## config.mk

```make
export PLATFORM = sky130hd
export DESIGN_NAME = usb_port1_ready_irq
export DESIGN_NICKNAME = d
export VERILOG_FILES = /design/src/usb_irq_pkg.sv /design/src/ready_trig_if.sv /design/src/ready_trigger.sv /design/src/usb_port1_ready_irq.sv
export VERILOG_INCLUDE_DIRS = /design/src /design/src/src
export SDC_FILE = /design/constraint.sdc
export NUM_CORES = 1
export LEC_CHECK = 0
export ABC_AREA = 1
export BUFFER_PORTS_ARGS = -buffer_cell sky130_fd_sc_hd__buf_2
export CORE_MARGIN = 2
export CORE_UTILIZATION = 52
export CTS_BUF_LIST = sky130_fd_sc_hd__clkbuf_16
export DETAILED_ROUTE_END_ITERATION = 7
export PLACE_DENSITY = 0.79
export SYNTH_ARGS = -nofsm -noshare
export SYNTH_HDL_FRONTEND = slang
export SYNTH_HIERARCHICAL = 1
export SYNTH_SLANG_ARGS = --single-unit
```

## constraint.sdc

```tcl
create_clock -name clk_sys -period 1.7 [get_ports clk_sys]
set_clock_uncertainty 0.1 [all_clocks]
set_input_delay 0.34 -clock clk_sys [delete_from_list [all_inputs] [get_ports clk_sys]]
set_output_delay 0.34 -clock clk_sys [all_outputs]
set_load 0.1 [all_outputs]
```

## src/usb_port1_ready_irq_regs.svh

```systemverilog
`ifndef USB_PORT1_READY_IRQ_REGS_SVH
`define USB_PORT1_READY_IRQ_REGS_SVH

`define ADDR_W 8
`define DATA_W 16
`define PIPE_COUNT 10

`define OFS_PORT_STATUS 8'h04
`define OFS_PIPE_MODE 8'h06
`define OFS_PORT_IRQ_EN 8'h34
`define OFS_BUFFER_READY_EN 8'h36
`define OFS_MAIN_IRQ 8'h40
`define OFS_PORT_IRQ 8'h44
`define OFS_BUFFER_READY_STS 8'h46
`define OFS_PIPE_DIR 8'h50
`define OFS_END_MODE 8'h52
`define OFS_AUTO_CLR 8'h54

`define BIT_OVRC 15
`define BIT_BUS_CHANGE_FLAG 14
`define BIT_DETACH_FLAG 12
`define BIT_ATTACH 11
`define BIT_EOF 6
`define PORT_IRQ_MASK 16'hD840

`define PS_LINE_LO 0
`define PS_OCMON 2
`define PS_ACTIVE 4
`define PS_HOST 5
`define PS_CLOCK_SUPPLY_ENABLE 10
`define MODE_READY_FLAG 0

`define MAIN_PORT_BIT 0
`define MAIN_BUFFER_READY_BIT 8

`define LS_SE0 2'h0
`define LS_J 2'h1
`define LS_K 2'h2
`define LS_SE1 2'h3

`define RESET_WORD 16'h0000
`define RESET_PIPES 10'h000

`define CLK_PERIOD_NS 40
`define ATTACH_HOLD_NS 2500
`define ATTACH_HOLD_CYC ((`ATTACH_HOLD_NS + `CLK_PERIOD_NS - 1) / `CLK_PERIOD_NS)
`define ATT_CNT_W 7

`endif

```

## src/usb_irq_pkg.sv

```systemverilog
`include "usb_port1_ready_irq_regs.svh"

package usb_irq_pkg;

	typedef enum logic [1:0]
	{
		ATT_IDLE = 2'h0,
		ATT_HOLD = 2'h1,
		ATT_DONE = 2'h3
	} attach_state_t;

	typedef logic [`PIPE_COUNT-1:0] pipe_vec_t;

	typedef struct packed
	{
		logic [`DATA_W-1:0] port_irq_reg;
		logic [`DATA_W-1:0] port_en_reg;
		pipe_vec_t buffer_ready_reg;
		pipe_vec_t buffer_ready_en_reg;
		pipe_vec_t dir_reg;
		pipe_vec_t end_mode_reg;
		pipe_vec_t auto_clr_reg;
		logic ready_mode_reg;
		logic port_active_reg;
		logic host_mode_reg;
		logic clock_supply_enable_reg;
		logic oc_prev_reg;
		logic [1:0] line_prev_reg;
		attach_state_t att_state_reg;
		logic [`ATT_CNT_W-1:0] att_cnt_reg;
		logic [`DATA_W-1:0] rdata_reg;
		logic irq_b_reg;
		logic idle_pulse_reg;
	} core_state_t;

	typedef struct packed
	{
		pipe_vec_t trig_reg;
		pipe_vec_t dir_prev_reg;
		pipe_vec_t acl_prev_reg;
	} trig_state_t;

endpackage

```

## src/ready_trig_if.sv

```systemverilog
`timescale 1ns/1ps

interface ready_trig_if #(parameter int PIPES = 10);
	logic [PIPES-1:0] dir;
	logic [PIPES-1:0] end_mode;
	logic [PIPES-1:0] auto_clr;
	logic [PIPES-1:0] access_ok;
	logic [PIPES-1:0] tx_done;
	logic [PIPES-1:0] rx_done;
	logic [PIPES-1:0] short_pkt;
	logic [PIPES-1:0] cnt_done;
	logic [PIPES-1:0] pid_mismatch;
	logic [PIPES-1:0] dbl;
	logic [PIPES-1:0] iso;
	logic [PIPES-1:0] iso_flush;
	logic [PIPES-1:0] wr_side_done;
	logic [PIPES-1:0] other_empty;
	logic [PIPES-1:0] rd_side_done;
	logic [PIPES-1:0] other_ready;
	logic ready_mode;
	logic status_stage;
	logic [PIPES-1:0] trig;

	modport core (output dir, end_mode, auto_clr, access_ok, tx_done, rx_done, short_pkt, cnt_done,
		pid_mismatch, dbl, iso, iso_flush, wr_side_done, other_empty, rd_side_done, other_ready,
		ready_mode, status_stage, input trig);
	modport qual (input dir, end_mode, auto_clr, access_ok, tx_done, rx_done, short_pkt, cnt_done,
		pid_mismatch, dbl, iso, iso_flush, wr_side_done, other_empty, rd_side_done, other_ready,
		ready_mode, status_stage, output trig);
endinterface

```

## src/ready_trigger.sv

```systemverilog
`timescale 1ns/1ps

module ready_trigger
	import usb_irq_pkg::*;
#(
	parameter int PIPES = 10
)
(
	input wire logic clk_sys,
	input wire logic rst_b,
	ready_trig_if.qual rt
);
	logic [PIPES-1:0] hit;
	trig_state_t s;
	trig_state_t n;

	genvar i;
	generate
		for (i = 0; i < PIPES; i++)
		begin : g_pipe
			logic dir_rise;
			logic acl_rise;
			logic tx_hit;
			logic rx_hit;
			logic blocked;
			assign dir_rise = rt.dir[i] & ~s.dir_prev_reg[i];
			// auto clear taking the buffer from write-disabled to write-enabled
			assign acl_rise = rt.auto_clr[i] & ~s.acl_prev_reg[i] & ~rt.access_ok[i];
			assign tx_hit = dir_rise
				| (rt.tx_done[i] & ~rt.access_ok[i])
				| (rt.dbl[i] & rt.wr_side_done[i] & rt.other_empty[i])
				| (rt.iso[i] & rt.iso_flush[i])
				| acl_rise;
			assign rx_hit = (rt.rx_done[i] & ~rt.pid_mismatch[i]
				& (~rt.access_ok[i] | rt.short_pkt[i] | rt.cnt_done[i]))
				| (rt.dbl[i] & rt.rd_side_done[i] & rt.other_ready[i]);
			// only the accessibility mode raises triggers here
			assign blocked = rt.ready_mode | rt.end_mode[i] | rt.status_stage;
			if (i == 0)
			begin : g_dcp
				assign hit[i] = ~blocked & ~rt.dir[i] & rx_hit;
			end
			else
			begin : g_std
				assign hit[i] = ~blocked & (rt.dir[i] ? tx_hit : rx_hit);
			end
		end
	endgenerate

	always_comb
	begin
		n = s;
		n.trig_reg = hit;
		n.dir_prev_reg = rt.dir;
		n.acl_prev_reg = rt.auto_clr;
	end

	always_ff @(posedge clk_sys or negedge rst_b)
	begin
		if (!rst_b)
			s <= '0;
		else
			s <= n;
	end

	assign rt.trig = s.trig_reg;
endmodule

```

## src/usb_port1_ready_irq.sv

```systemverilog
// Summary of operation
// - overcurrent pin edge sets overcurrent change flag
// - enabled set flag drives interrupt pin low
// - overcurrent monitor bit mirrors pin level
// - J/K/SE0 line change sets bus flag
// - host: disconnect detection sets detach flag
// - host: J or K held 2.5us sets attach
// - attach only after entering J/K, then held
// - host: traffic at EOF2 sets frame error
// - frame error clears port active, idles port
// - stopped clock: only overcurrent, bus change detected
// - one ready flag per pipe, upper bits zero
// - write zero clears ready flag, one keeps
// - enabled ready flag sets summary, asserts interrupt
// - transmit: direction bit rise triggers ready
// - transmit: packet sent while unwritable triggers
// - double transmit: trigger after one side written while other side empty
// - isochronous transmit: hardware flush triggers ready
// - auto clear enabling writes triggers ready
// - never transmit trigger on default control pipe
// - receive: packet into inaccessible buffer triggers
// - receive: short packet triggers unless PID mismatch
// - receive: transaction count reached triggers
// - double receive: trigger after read completes
// - peripheral: no triggers in status stage
`timescale 1ns/1ps

module usb_port1_ready_irq
	import usb_irq_pkg::*;
(
	input wire logic clk_sys,
	input wire logic rst_b,
	input wire logic [`ADDR_W-1:0] addr,
	input wire logic [`DATA_W-1:0] wdata,
	input wire logic wr_stb,
	input wire logic rd_stb,
	output logic [`DATA_W-1:0] rdata,
	input wire logic port1_overcurrent_in,
	input wire logic [1:0] line_state,
	input wire logic disconnect_detect,
	input wire logic eof2_point,
	input wire logic port_traffic_busy,
	input wire logic ctrl_status_stage,
	input wire usb_irq_pkg::pipe_vec_t fifo_access_status,
	input wire usb_irq_pkg::pipe_vec_t tx_pkt_done,
	input wire usb_irq_pkg::pipe_vec_t rx_pkt_done,
	input wire usb_irq_pkg::pipe_vec_t short_pkt,
	input wire usb_irq_pkg::pipe_vec_t trn_count_done,
	input wire usb_irq_pkg::pipe_vec_t pid_mismatch,
	input wire usb_irq_pkg::pipe_vec_t pipe_double,
	input wire usb_irq_pkg::pipe_vec_t pipe_iso,
	input wire usb_irq_pkg::pipe_vec_t iso_flush,
	input wire usb_irq_pkg::pipe_vec_t side_write_done,
	input wire usb_irq_pkg::pipe_vec_t other_side_empty,
	input wire usb_irq_pkg::pipe_vec_t side_read_done,
	input wire usb_irq_pkg::pipe_vec_t other_side_ready,
	output logic irq_b,
	output logic port_active,
	output logic port_idle_req,
	output usb_irq_pkg::pipe_vec_t pipe_direction,
	output usb_irq_pkg::pipe_vec_t auto_buffer_clear
);
	import usb_irq_pkg::*;

	core_state_t s;
	core_state_t n;
	logic [`DATA_W-1:0] port_set;
	logic [`DATA_W-1:0] port_status_word;
	logic [`DATA_W-1:0] main_status_word;
	logic line_moved;
	logic enter_jk;
	logic port_pending;
	logic buffer_ready_pending;
	logic live;
	logic eof_err;
	logic wr_port_irq;
	logic wr_buffer_ready;

	ready_trig_if #(.PIPES(`PIPE_COUNT)) rt ();

	ready_trigger #(.PIPES(`PIPE_COUNT)) u_trigger
	(
		.clk_sys(clk_sys),
		.rst_b(rst_b),
		.rt(rt)
	);

	assign rt.dir = s.dir_reg;
	assign rt.end_mode = s.end_mode_reg;
	assign rt.auto_clr = s.auto_clr_reg;
	assign rt.access_ok = fifo_access_status;
	assign rt.tx_done = tx_pkt_done;
	assign rt.rx_done = rx_pkt_done;
	assign rt.short_pkt = short_pkt;
	assign rt.cnt_done = trn_count_done;
	assign rt.pid_mismatch = pid_mismatch;
	assign rt.dbl = pipe_double;
	assign rt.iso = pipe_iso;
	assign rt.iso_flush = iso_flush;
	assign rt.wr_side_done = side_write_done;
	assign rt.other_empty = other_side_empty;
	assign rt.rd_side_done = side_read_done;
	assign rt.other_ready = other_side_ready;
	assign rt.ready_mode = s.ready_mode_reg;
	assign rt.status_stage = ~s.host_mode_reg & ctrl_status_stage;

	// clocked port logic runs only while the clock supply is on
	assign live = s.host_mode_reg & s.clock_supply_enable_reg;
	assign line_moved = line_state != s.line_prev_reg;
	assign enter_jk = line_moved & ((line_state == `LS_J) | (line_state == `LS_K));
	assign eof_err = live & eof2_point & port_traffic_busy;
	assign wr_port_irq = wr_stb & (addr == `OFS_PORT_IRQ);
	assign wr_buffer_ready = wr_stb & (addr == `OFS_BUFFER_READY_STS);

	assign port_pending = |(s.port_irq_reg & s.port_en_reg);
	assign buffer_ready_pending = |(s.buffer_ready_reg & s.buffer_ready_en_reg);

	always_comb
	begin
		port_status_word = `RESET_WORD;
		port_status_word[`PS_LINE_LO +: 2] = line_state;
		port_status_word[`PS_OCMON] = port1_overcurrent_in;
		port_status_word[`PS_ACTIVE] = s.port_active_reg;
		port_status_word[`PS_HOST] = s.host_mode_reg;
		port_status_word[`PS_CLOCK_SUPPLY_ENABLE] = s.clock_supply_enable_reg;
	end

	always_comb
	begin
		main_status_word = `RESET_WORD;
		main_status_word[`MAIN_PORT_BIT] = port_pending;
		main_status_word[`MAIN_BUFFER_READY_BIT] = buffer_ready_pending;
	end

	always_comb
	begin
		port_set = `RESET_WORD;
		// these two stay alive with the clock supply stopped
		port_set[`BIT_OVRC] = port1_overcurrent_in != s.oc_prev_reg;
		port_set[`BIT_BUS_CHANGE_FLAG] = line_moved & (line_state != `LS_SE1)
			& (s.line_prev_reg != `LS_SE1);
		port_set[`BIT_DETACH_FLAG] = live & disconnect_detect;
		port_set[`BIT_EOF] = eof_err;
		if (live && s.att_state_reg == ATT_HOLD && !line_moved
			&& s.att_cnt_reg == `ATT_CNT_W'(`ATTACH_HOLD_CYC - 1))
			port_set[`BIT_ATTACH] = 1'b1;
	end

	always_comb
	begin
		n = s;
		n.oc_prev_reg = port1_overcurrent_in;
		n.line_prev_reg = line_state;

		// attach qualifier: a fresh J or K that must stay put
		if (!live)
		begin
			n.att_state_reg = ATT_IDLE;
			n.att_cnt_reg = '0;
		end
		else
		begin
			case (s.att_state_reg)
				ATT_IDLE:
				begin
					if (enter_jk)
					begin
						n.att_state_reg = ATT_HOLD;
						n.att_cnt_reg = `ATT_CNT_W'(1);
					end
				end
				ATT_HOLD:
				begin
					if (enter_jk)
						n.att_cnt_reg = `ATT_CNT_W'(1);
					else if (line_moved)
						n.att_state_reg = ATT_IDLE;
					else if (s.att_cnt_reg == `ATT_CNT_W'(`ATTACH_HOLD_CYC - 1))
						n.att_state_reg = ATT_DONE;
					else
						n.att_cnt_reg = s.att_cnt_reg + `ATT_CNT_W'(1);
				end
				ATT_DONE:
				begin
					if (enter_jk)
					begin
						n.att_state_reg = ATT_HOLD;
						n.att_cnt_reg = `ATT_CNT_W'(1);
					end
					else if (line_moved)
						n.att_state_reg = ATT_IDLE;
				end
				default:
				begin
					n.att_state_reg = ATT_IDLE;
					n.att_cnt_reg = '0;
				end
			endcase
		end

		// write zero clears, write one keeps; a same-cycle event survives
		if (wr_port_irq)
			n.port_irq_reg = ((s.port_irq_reg & wdata) | port_set) & `PORT_IRQ_MASK;
		else
			n.port_irq_reg = (s.port_irq_reg | port_set) & `PORT_IRQ_MASK;

		if (wr_buffer_ready)
			n.buffer_ready_reg = (s.buffer_ready_reg & wdata[`PIPE_COUNT-1:0]) | rt.trig;
		else
			n.buffer_ready_reg = s.buffer_ready_reg | rt.trig;

		if (wr_stb)
		begin
			case (addr)
				`OFS_PORT_STATUS:
				begin
					n.port_active_reg = wdata[`PS_ACTIVE];
					n.host_mode_reg = wdata[`PS_HOST];
					n.clock_supply_enable_reg = wdata[`PS_CLOCK_SUPPLY_ENABLE];
				end
				`OFS_PIPE_MODE:
					n.ready_mode_reg = wdata[`MODE_READY_FLAG];
				`OFS_PORT_IRQ_EN:
					n.port_en_reg = wdata & `PORT_IRQ_MASK;
				`OFS_BUFFER_READY_EN:
					n.buffer_ready_en_reg = wdata[`PIPE_COUNT-1:0];
				`OFS_PIPE_DIR:
					n.dir_reg = wdata[`PIPE_COUNT-1:0];
				`OFS_END_MODE:
					n.end_mode_reg = wdata[`PIPE_COUNT-1:0];
				`OFS_AUTO_CLR:
					n.auto_clr_reg = wdata[`PIPE_COUNT-1:0];
				default:
				begin
				end
			endcase
		end

		// frame end error overrides any software write of port active
		if (eof_err)
			n.port_active_reg = 1'b0;
		n.idle_pulse_reg = eof_err;

		n.rdata_reg = `RESET_WORD;
		if (rd_stb)
		begin
			case (addr)
				`OFS_PORT_STATUS:
					n.rdata_reg = port_status_word;
				`OFS_PIPE_MODE:
					n.rdata_reg = {{(`DATA_W-1){1'b0}}, s.ready_mode_reg};
				`OFS_PORT_IRQ_EN:
					n.rdata_reg = s.port_en_reg;
				`OFS_BUFFER_READY_EN:
					n.rdata_reg = {{(`DATA_W-`PIPE_COUNT){1'b0}}, s.buffer_ready_en_reg};
				`OFS_MAIN_IRQ:
					n.rdata_reg = main_status_word;
				`OFS_PORT_IRQ:
					n.rdata_reg = s.port_irq_reg;
				`OFS_BUFFER_READY_STS:
					n.rdata_reg = {{(`DATA_W-`PIPE_COUNT){1'b0}}, s.buffer_ready_reg};
				`OFS_PIPE_DIR:
					n.rdata_reg = {{(`DATA_W-`PIPE_COUNT){1'b0}}, s.dir_reg};
				`OFS_END_MODE:
					n.rdata_reg = {{(`DATA_W-`PIPE_COUNT){1'b0}}, s.end_mode_reg};
				`OFS_AUTO_CLR:
					n.rdata_reg = {{(`DATA_W-`PIPE_COUNT){1'b0}}, s.auto_clr_reg};
				default:
					n.rdata_reg = `RESET_WORD;
			endcase
		end

		n.irq_b_reg = ~(port_pending | buffer_ready_pending);
	end

	always_ff @(posedge clk_sys or negedge rst_b)
	begin
		if (!rst_b)
		begin
			s <= '0;
			s.irq_b_reg <= 1'b1;
		end
		else
			s <= n;
	end

	assign rdata = s.rdata_reg;
	assign irq_b = s.irq_b_reg;
	assign port_active = s.port_active_reg;
	assign port_idle_req = s.idle_pulse_reg;
	assign pipe_direction = s.dir_reg;
	assign auto_buffer_clear = s.auto_clr_reg;
endmodule

```

==> out/qor.txt, run 1 <==
Non-Filler Instances - 1,272
share of cells above drive strength 1 - 27.7%
crit-path cells - buf_4
Min-Delay Path Class - input port to register
max FFs per register - 42
I/O pin count - 204
Final Wtd Congestion - 0.936
DRC viols - 0
combinational power share - 12.1%
WP buf/inv - 1
setup TNS - 0 ps
post-synth cell types - 33
crit path kind - register to primary output
routed wire length - 16.8 mm
worst r2r path cells - 9
Int Pwr - 5.58 mW
Seq pwr share - 41.4%
Vias - 6,232
dpl cell area - 0.00777 mm2
Ant. Diodes - 0
Max stage delay on crit path - 460 ps
P_sw - 1.87 mW
buffers added on ports - 196
maxcap violations - 0
H-Tree Depth - 4
Starting Density - 53.7%
Synth Area in Simple Gates - 30.5%
Worst Path Required - 1260 ps
Final Setup Violations - 0
initial antenna violation count - 0
Leak Pwr - 4.63 nW
CTS clk-pin slew, worst paths - 60 ps
period utilization - 97.3%
crit path DAT - 1210 ps
Mapped Avg Cell Area - 7.47 um2
Hold EP - s[112]$_DFF_PN0_
clock share of power - 46.6%
slowest CP cell - dfrtp_1
worst skew pair latency - 420 ps
r2r startpoint - s[20]$_DFFE_PN0P_
Post-Syn Area - 0.00653 mm2
DR iter-0 viols - 496
Min Clock Period, post-route - 1650 ps
DIE HEIGHT - 116 um
Synth warnings - 6
Routed Antenna Nets - 0
Detail Placement HPWL - 12.6 mm
Pre-antenna DRT Iters - 5
largest family of logic cells by synthesized area - simple AND/OR/NAND/NOR gates
area grow syn2layout - 29.4%
Die ar. - 0.0135 mm2
fmax - 605 MHz
largest net degree at the start of global routing - 42
Hold Path Cell Cnt - 3
Worst Setup End Kind - primary output
hold path start - disconnect_detect
CP max FO - 6
Final Core Density - 69.5%
number of global-route vias before repair - 5,878
nets@finish - 1,259
Placed Instances - 1,236
TritonCTS clock tree - yes
Worst Setup Start Kind - register
Worst path top cell family by delay - flip-flops
Synth Area in Compound Gates - 7.43%
Yosys reg bits - 121
core area - 0.0122 mm2
XOR/XNOR Fraction of Synth Area - 0.670%
Net Sw Frac - 25.1%
Clock Path Buffers - 2
routed len/inst - 13.2 um
via/cell ratio - 4.90
Mapped Cells - 874
DIE WIDTH - 116 um
Std-Cell Rows - 40
Seq/Total Area, Yosys - 46.4%
R2R Path End - s[23]$_DFFE_PN0P_
multiplexer share of the synthesized area - 0.690%
Adder-Cell Fraction of Synth Area - 0.575%
post-route cell area - 0.00846 mm2
final hold vios - 0
first-pass GRT wire length - 27.2 mm
outcome - finished clean
Tot GR Track Use - 26.0%
grt ovf - 0
Synthesized Nets - 1,042
FF-to-FF setup slack - 160 ps
Slew Limit Fails - 0
CTS Sinks - 121
clock root buffer - clkbuf_16
CTS Buf Count - 17
Max VDD drop - 0.482 mV
PD cells - 881 mW/mm2
## cell type report
cell class	count	area (um2)
fillers	982	3710
flip-flops and latches	121	3030
multi-input cells	565	2630
repair buffers	254	1520
inverters	132	495
clock buffers	17	425
well taps	168	210
clock inverters	15	146
## power by group through the flow
| stage | clock network, mW | logic, mW | registers [mW] |
|---|---|---|---|
| floorplan | 0 | 0.496 | 3.12 |
| global placement | 0 | 0.856 | 3.12 |
| detailed placement | 0 | 0.872 | 3.13 |
| CTS | 3.52 | 0.900 | 3.08 |
| global route | 3.67 | 0.997 | 3.09 |
| finish | 3.47 | 0.899 | 3.08 |
## how the worst max path moves through the flow
| stage | cells past startpoint | slack, ps | startpoint | end |
|---|---|---|---|---|
| 4_1_cts | 1 | 40 | pipe_direction[8]$_DFFE_PN0P_ | pipe_direction[8] |
| 2_1_floorplan | 6 | 180 | addr[6] | s[95]$_DFFE_PN0P_ |
| 3_3_place_gp | 9 | -10 | addr[0] | s[69]$_DFFE_PN0P_ |
| 5_1_grt | 9 | -4 | s[20]$_DFFE_PN0P_ | s[24]$_DFFE_PN0P_ |
| 3_5_place_dp | 9 | -50 | addr[3] | s[69]$_DFFE_PN0P_ |
| 6_report | 1 | 50 | pipe_direction[5]$_DFFE_PN0P_ | pipe_direction[5] |
## metal layers
layer	wire length [um]	GRT usage, %	part of all wire (%)
met3	1300	5.39	7.8
met2	8020	43.0	48
met1	7120	33.9	42
met5	0	0	0
met4	318	9.68	1.9
## Yosys cell counts
cell / count / area share (%)
o21bai_1: 2 / 0.23
nor2_2: 7 / 0.67
mux2_2: 3 / 0.52
clkbuf_2: 1 / 0.077
inv_2: 1 / 0.057
a21oi_1: 17 / 1.3
nand2_4: 1 / 0.17
o21ai_1: 5 / 0.38
xor2_1: 1 / 0.13
nand3b_1: 11 / 1.3
o21ai_0: 57 / 4.4
nor2_8: 1 / 0.31
buf_2: 2 / 0.15
mux2_1: 1 / 0.17
conb_1: 1 / 0.057
nor2_4: 6 / 1.0
nand3_1: 63 / 4.8
nor3_1: 1 / 0.077
ha_1: 3 / 0.57
inv_1: 131 / 7.5
buf_6: 1 / 0.17
dfrtp_1: 120 / 46
nand4_1: 13 / 1.2
nand2_1: 259 / 15
clkbuf_1: 4 / 0.23
o21a_1: 8 / 0.92
buf_4: 48 / 5.5
o31ai_1: 1 / 0.11
nand2_2: 8 / 0.77
o211ai_1: 1 / 0.11
nor2_1: 91 / 5.2
xnor2_1: 4 / 0.54
dfstp_2: 1 / 0.40
## cell usage in the layout, fill, tap and decap left out, types with 6 or more instances in the layout
cell type  count
nand2_1      259
buf_2        175
inv_1        135
dfrtp_1      120
nor2_1        90
buf_4         71
nand3_1       63
o21ai_0       56
a21oi_1       17
clkbuf_16     17
nand4_1       13
nand3b_1      11
nor2_2         8
o21a_1         8
nand2_2        7
nor2_4         6
o21ai_1        6
## through the flow
step | power [mW] | hold slack (ps) | worst slack (ps)
2_1_floorplan | 3.62 | -55.6 | 175
4_1_cts | 7.50 | 60.0 | 36.2
6_report | 7.45 | 67.6 | 46.1
5_1_grt | 7.76 | 71.3 | -3.84
3_3_place_gp | 3.98 | 173 | -14.6
3_5_place_dp | 4.00 | 173 | -50.9
## timing repair
item,4_1_cts,5_1_grt
setup endpoints to repair,19,5
pin swaps,0,0
gates cloned,0,0
setup buffers,0,0
hold buffers,4,0
endpoints found under the hold margin,23,0
gates resized for setup,19,6
## worst register-to-register path: stages (launching register included)
cell	delay (ps)
dfrtp_1	410
nand2_1	120
nor2_2	140
nand3_1	110
nand2_1	80
nand3b_1	120
nand2_4	140
inv_1	90
nand2_1	80
nand2_1	50
## kinds of logic (layout without fill, tap and decap cells)
family,count (synthesis),count (layout)
adders and majority gates,3,3
other,1,1
buffers and inverters,188,418
xor gates and xnor gates,5,5
AOI/OAI and AO/OA,91,91
and+or+nand+nor,461,461
muxes,4,4
DFF,121,121
No activity file was read; power rests on OpenSTA's default activity.
==> run 2, diff against run 1 <==
- RECOVER_POWER: default -> 100
==> run 2 against run 1 <==
Sequential share of layout area is 0.51 points higher. Final cell count unchanged. Global-route usage stayed put. Setup slack improved by 5.7 ps. Via count about the same. Hold slack lost 2.0 ps. Maximum frequency grew 0.34%. Wire length rose by 0.19%. Critical path depth is the same. Total power fell by 0.25%. Sequential power about the same. Combinational power down 2%. Critical path type unchanged. Critical endpoint unchanged. Largest power group unchanged.
==> out/qor.txt, run 2 (synthesis results as in run 1) <==
outcome - finished clean
routed len/inst - 13.2 um
DIE HEIGHT - 116 um
max FFs per register - 42
Worst Setup End Kind - primary output
number of global-route vias before repair - 5,878
R2R Path End - s[23]$_DFFE_PN0P_
area grow syn2layout - 27.6%
TritonCTS clock tree - yes
Slew Limit Fails - 0
Vias - 6,227
slowest CP cell - dfrtp_1
initial antenna violation count - 0
worst slew pin tran - 632 ps
Routed Antenna Nets - 0
Worst Path Required - 1260 ps
Max stage delay on crit path - 460 ps
setup TNS - 0 ps
commonest non-fill, non-tap cell in the layout - nand2_1
CTS Sinks - 121
final hold vios - 0
Final Core Density - 68.6%
crit path kind - register to primary output
worst skew pair latency - 420 ps
crit path DAT - 1210 ps
DIE WIDTH - 116 um
clock share of power - 46.7%
Int Pwr - 5.57 mW
hold path start - wdata[0]
worst r2r path cells - 9
I/O pin count - 204
Starting Density - 53.7%
r2r startpoint - s[20]$_DFFE_PN0P_
final hold slack - 65.6 ps
Max VDD drop - 0.482 mV
P_sw - 1.87 mW
maxcap violations - 0
Hold Path Cell Cnt - 3
CTS clk-pin slew, worst paths - 60 ps
Std-Cell Rows - 40
FF-to-FF setup slack - 160 ps
slew margin rel. - 57.9%
Min-Delay Path Class - input port to register
first-pass GRT wire length - 27.2 mm
largest net degree at the start of global routing - 42
nets@finish - 1,259
Final Wtd Congestion - 0.936
core area - 0.0122 mm2
Worst Setup Start Kind - register
Die ar. - 0.0135 mm2
Clock Path Buffers - 2
Detail Placement HPWL - 12.6 mm
Tot GR Track Use - 26.0%
most frequent cells in the layout - 261 x nand2_1, 152 x buf_2, 136 x inv_1
CP max FO - 6
DRC viols - 0
Min Clock Period, post-route - 1650 ps
H-Tree Depth - 4
combinational power share - 11.9%
buffers added on ports - 196
period utilization - 97.0%
share of cells above drive strength 1 - 25.3%
Leak Pwr - 4.55 nW
Ant. Diodes - 0
Final Setup Violations - 0
Seq pwr share - 41.5%
Worst path top cell family by delay - flip-flops
Net Sw Frac - 25.1%
grt ovf - 0
PD cells - 892 mW/mm2
WP buf/inv - 1
via/cell ratio - 4.90
DR iter-0 viols - 423
fmax - 607 MHz
crit-path cells - buf_4
Hold EP - rt.ready_mode$_DFFE_PN0P_
CTS Buf Count - 17
clock root buffer - clkbuf_16
routed wire length - 16.8 mm
Pre-antenna DRT Iters - 7
-- run 2: worst max-delay path by stage --
stage / from / slack (ps) / depth (start not counted) / to
after floorplan: addr[6] / 180 / 6 / s[95]$_DFFE_PN0P_
after CTS: pipe_direction[8]$_DFFE_PN0P_ / 40 / 1 / pipe_direction[8]
after global placement: addr[0] / -10 / 9 / s[69]$_DFFE_PN0P_
final: pipe_direction[5]$_DFFE_PN0P_ / 50 / 1 / pipe_direction[5]
after global routing: s[20]$_DFFE_PN0P_ / -0.5 / 9 / s[24]$_DFFE_PN0P_
after detailed placement: addr[3] / -50 / 9 / s[69]$_DFFE_PN0P_
-- run 2: per-stage QoR --
stage	setup slack (ps)	cells	area [um2]	total power, mW
2_1_floorplan	175	874	6530	3.62
3_3_place_gp	-14.6	1236	7770	3.98
3_5_place_dp	-50.9	1236	7770	4.00
4_1_cts	36.2	1272	8430	7.50
5_1_grt	-0.511	1272	8340	7.74
6_report	51.8	1272	8340	7.43
-- run 2: repair_timing --
item                                    in CTS  in global routing
hold buffers                                 4                  0
endpoints found under the hold margin       23                  0
resized for setup                           19                  6
endpoints found under the setup margin      19                  5
buffers inserted                             0                  0
-- run 2: final cells by class --
| type | count | area [um2] |
|---|---|---|
| tap | 168 | 210 |
| inverter | 132 | 495 |
| timing repair buffer | 254 | 1440 |
| fill | 1018 | 3820 |
| clock inverter | 15 | 146 |
| sequential | 121 | 3030 |
| multi-input combinational | 565 | 2590 |
| clock buffer | 17 | 425 |
-- run 2: worst register-to-register path, stage by stage, from the launching register on --
cell and delay (ps):
dfrtp_1 410, nand2_1 120, nor2_2 140, nand3_1 100, nand2_1 80, nand3b_1 120
nand2_4 140, inv_1 90, nand2_1 80, nand2_1 50
-- run 2: routing by layer --
layer / vias to the layer above / GRT usage (%) / share of wire [%] / wire length [um]
li1: 3103 / - / - / -
met1: 2799 / 33.9 / 42 / 7040
met2: 295 / 43.0 / 48 / 8030
met3: 30 / 5.39 / 8.4 / 1410
met4: 0 / 9.68 / 1.8 / 310
met5: - / 0 / 0 / 0
-- run 2: power by group through the flow --
stage          sequential (mW)  clock [mW]  combinational (mW)
3_5_place_dp              3.13           0               0.872
2_1_floorplan             3.12           0               0.496
6_report                  3.08        3.47               0.881
3_3_place_gp              3.12           0               0.856
4_1_cts                   3.08        3.52               0.900
5_1_grt                   3.09        3.67               0.979
==> run 3, diff against run 2 <==
- CORE_ASPECT_RATIO: default -> 1.5
- CORE_UTILIZATION: 52 -> 56
- PLACE_DENSITY: 0.79 -> 0.84
- SKIP_LAST_GASP: default -> 1
- clock period: 1.7 -> 2.05 ns (I/O delays scaled with it)
==> run 3 against run 2 <==
Die area shrank 6.8%. Hold slack gained 0.56 ps. Register-to-register slack gained 150 ps. Critical path depth is the same. Count of clock-buffer cells in the layout is the same. First-iteration DRC count grew 9.7%. Critical endpoint is now pipe_direction[8].
==> out/qor.txt, run 3 (synthesis results as in run 1) <==
outcome - finished clean
Worst Setup Start Kind - register
DIE WIDTH - 92.2 um
Worst path top cell family by delay - buffers and inverters
Vias - 6,190
final hold slack - 66.2 ps
crit path kind - register to primary output
Final Setup Violations - 0
post_cts resized - 0
crit-path cells - clkbuf_2
crit path DAT - 1390 ps
largest net degree at the start of global routing - 48
Die ar. - 0.0126 mm2
CTS clk-pin slew, worst paths - 50 ps
number of global-route vias before repair - 6,177
R2R Path End - s[22]$_DFFE_PN0P_
Leak Pwr - 4.31 nW
Pre-antenna DRT Iters - 6
setup TNS - 0 ps
Min Clock Period, post-route - 1900 ps
r2r startpoint - port_status_word[10]$_DFFE_PN0P_
PD cells - 771 mW/mm2
RSZ-0062 raised after global routing - no
Clock Path Buffers - 2
CP endpoint - pipe_direction[8]
DRC viols - 0
grt ovf - 0
Ant. Diodes - 0
slowest CP cell - clkbuf_2
FF-to-FF setup slack - 310 ps
maxcap violations - 0
post-CTS setup buffers - 0
TritonCTS clock tree - yes
worst slew pin tran - 842 ps
Worst Path Required - 1540 ps
area grow syn2layout - 21.6%
via/cell ratio - 5.10
slew margin rel. - 43.9%
WP buf/inv - 1
number of cells on the critical path - 1
Final Power - 6.12 mW
final hold vios - 0
fmax - 526 MHz
H-Tree Depth - 4
period utilization - 92.7%
Starting Density - 56.9%
Detail Placement HPWL - 12.5 mm
max FFs per register - 42
worst r2r path cells - 8
Worst Setup End Kind - primary output
share of cells above drive strength 1 - 22.7%
most frequent cells in the layout - 260 x nand2_1, 151 x buf_2, 133 x inv_1
initial antenna violation count - 0
Critical path origin - pipe_direction[8]$_DFFE_PN0P_
core area - 0.0115 mm2
I/O pin count - 204
CTS Buf Count - 17
DR iter-0 viols - 464
Tot GR Track Use - 28.5%
routed wire length - 17.0 mm
commonest non-fill, non-tap cell in the layout - nand2_1
Max VDD drop - 0.616 mV
Post-CTS Hold Fix Bufs - 1
Std-Cell Rows - 48
nets@finish - 1,220
Slew Limit Fails - 0
first-pass GRT wire length - 27.7 mm
Final Wtd Congestion - 0.902
hold path start - port1_overcurrent_in
DIE HEIGHT - 136 um
CTS Sinks - 121
worst skew pair latency - 420 ps
CP max FO - 6
buffers added on ports - 196
clock root buffer - clkbuf_16
Routed Antenna Nets - 0
routed len/inst - 14.0 um
Max stage delay on crit path - 500 ps
Min-Delay Path Class - input port to register
[run 3: cell types whose count changed in the layout (fill, tap and decap cells not counted), sizes merged]
cell / change
clkinv: +3
buf: -42
inv: -3
clkinvlp: -1
dlygate4sd3: -3
clkbuf: +6
[run 3: metrics by stage]
step	area [um2]	utilization, %	setup WS (ps)	instances
final	7940	69.2	150	1214
after global routing	7940	69.2	116	1214
after CTS	8050	70.2	176	1214
after detailed placement	7470	65.2	157	1182
after global placement	7470	65.2	199	1182
after floorplan	6530	-	455	874
[run 3: layer usage]
layer / up-vias / global-route usage, % / wire (um)
met4: 0 / 14.3 / 706
met5: - / 0 / 0
met2: 247 / 51.7 / 8970
met1: 2871 / 30.4 / 6180
li1: 3018 / - / -
met3: 54 / 7.37 / 1110
[run 3: how the worst min path moves through the flow]
stage / depth (start not counted) / end / slack [ps]
after detailed placement: 1 / u_trigger/s[14]$_DFF_PN0_ / 280
after global placement: 1 / u_trigger/s[4]$_DFF_PN0_ / 280
after floorplan: 0 / auto_buffer_clear[0]$_DFFE_PN0P_ / 10
after CTS: 1 / s[29]$_DFF_PN0_ / 40
after global routing: 1 / s[29]$_DFF_PN0_ / 60
final: 1 / s[29]$_DFF_PN0_ / 70
[run 3: cell type report]
type / instances / area (um2)
Fill cell: 983 / 3530
Timing Repair Buffer: 215 / 1110
Tap cell: 150 / 188
Inverter: 132 / 495
Multi-Input combinational cell: 565 / 2550
Sequential cell: 121 / 3030
Clock buffer: 17 / 425
Clock inverter: 14 / 139
[run 3: report_power, final]
group	switching [mW]	leakage [nW]	internal (mW)
clock	1.02	0.279	1.86
combinational	0.453	2.45	0.230
sequential	0.0758	1.58	2.48
total	1.55	4.31	4.57
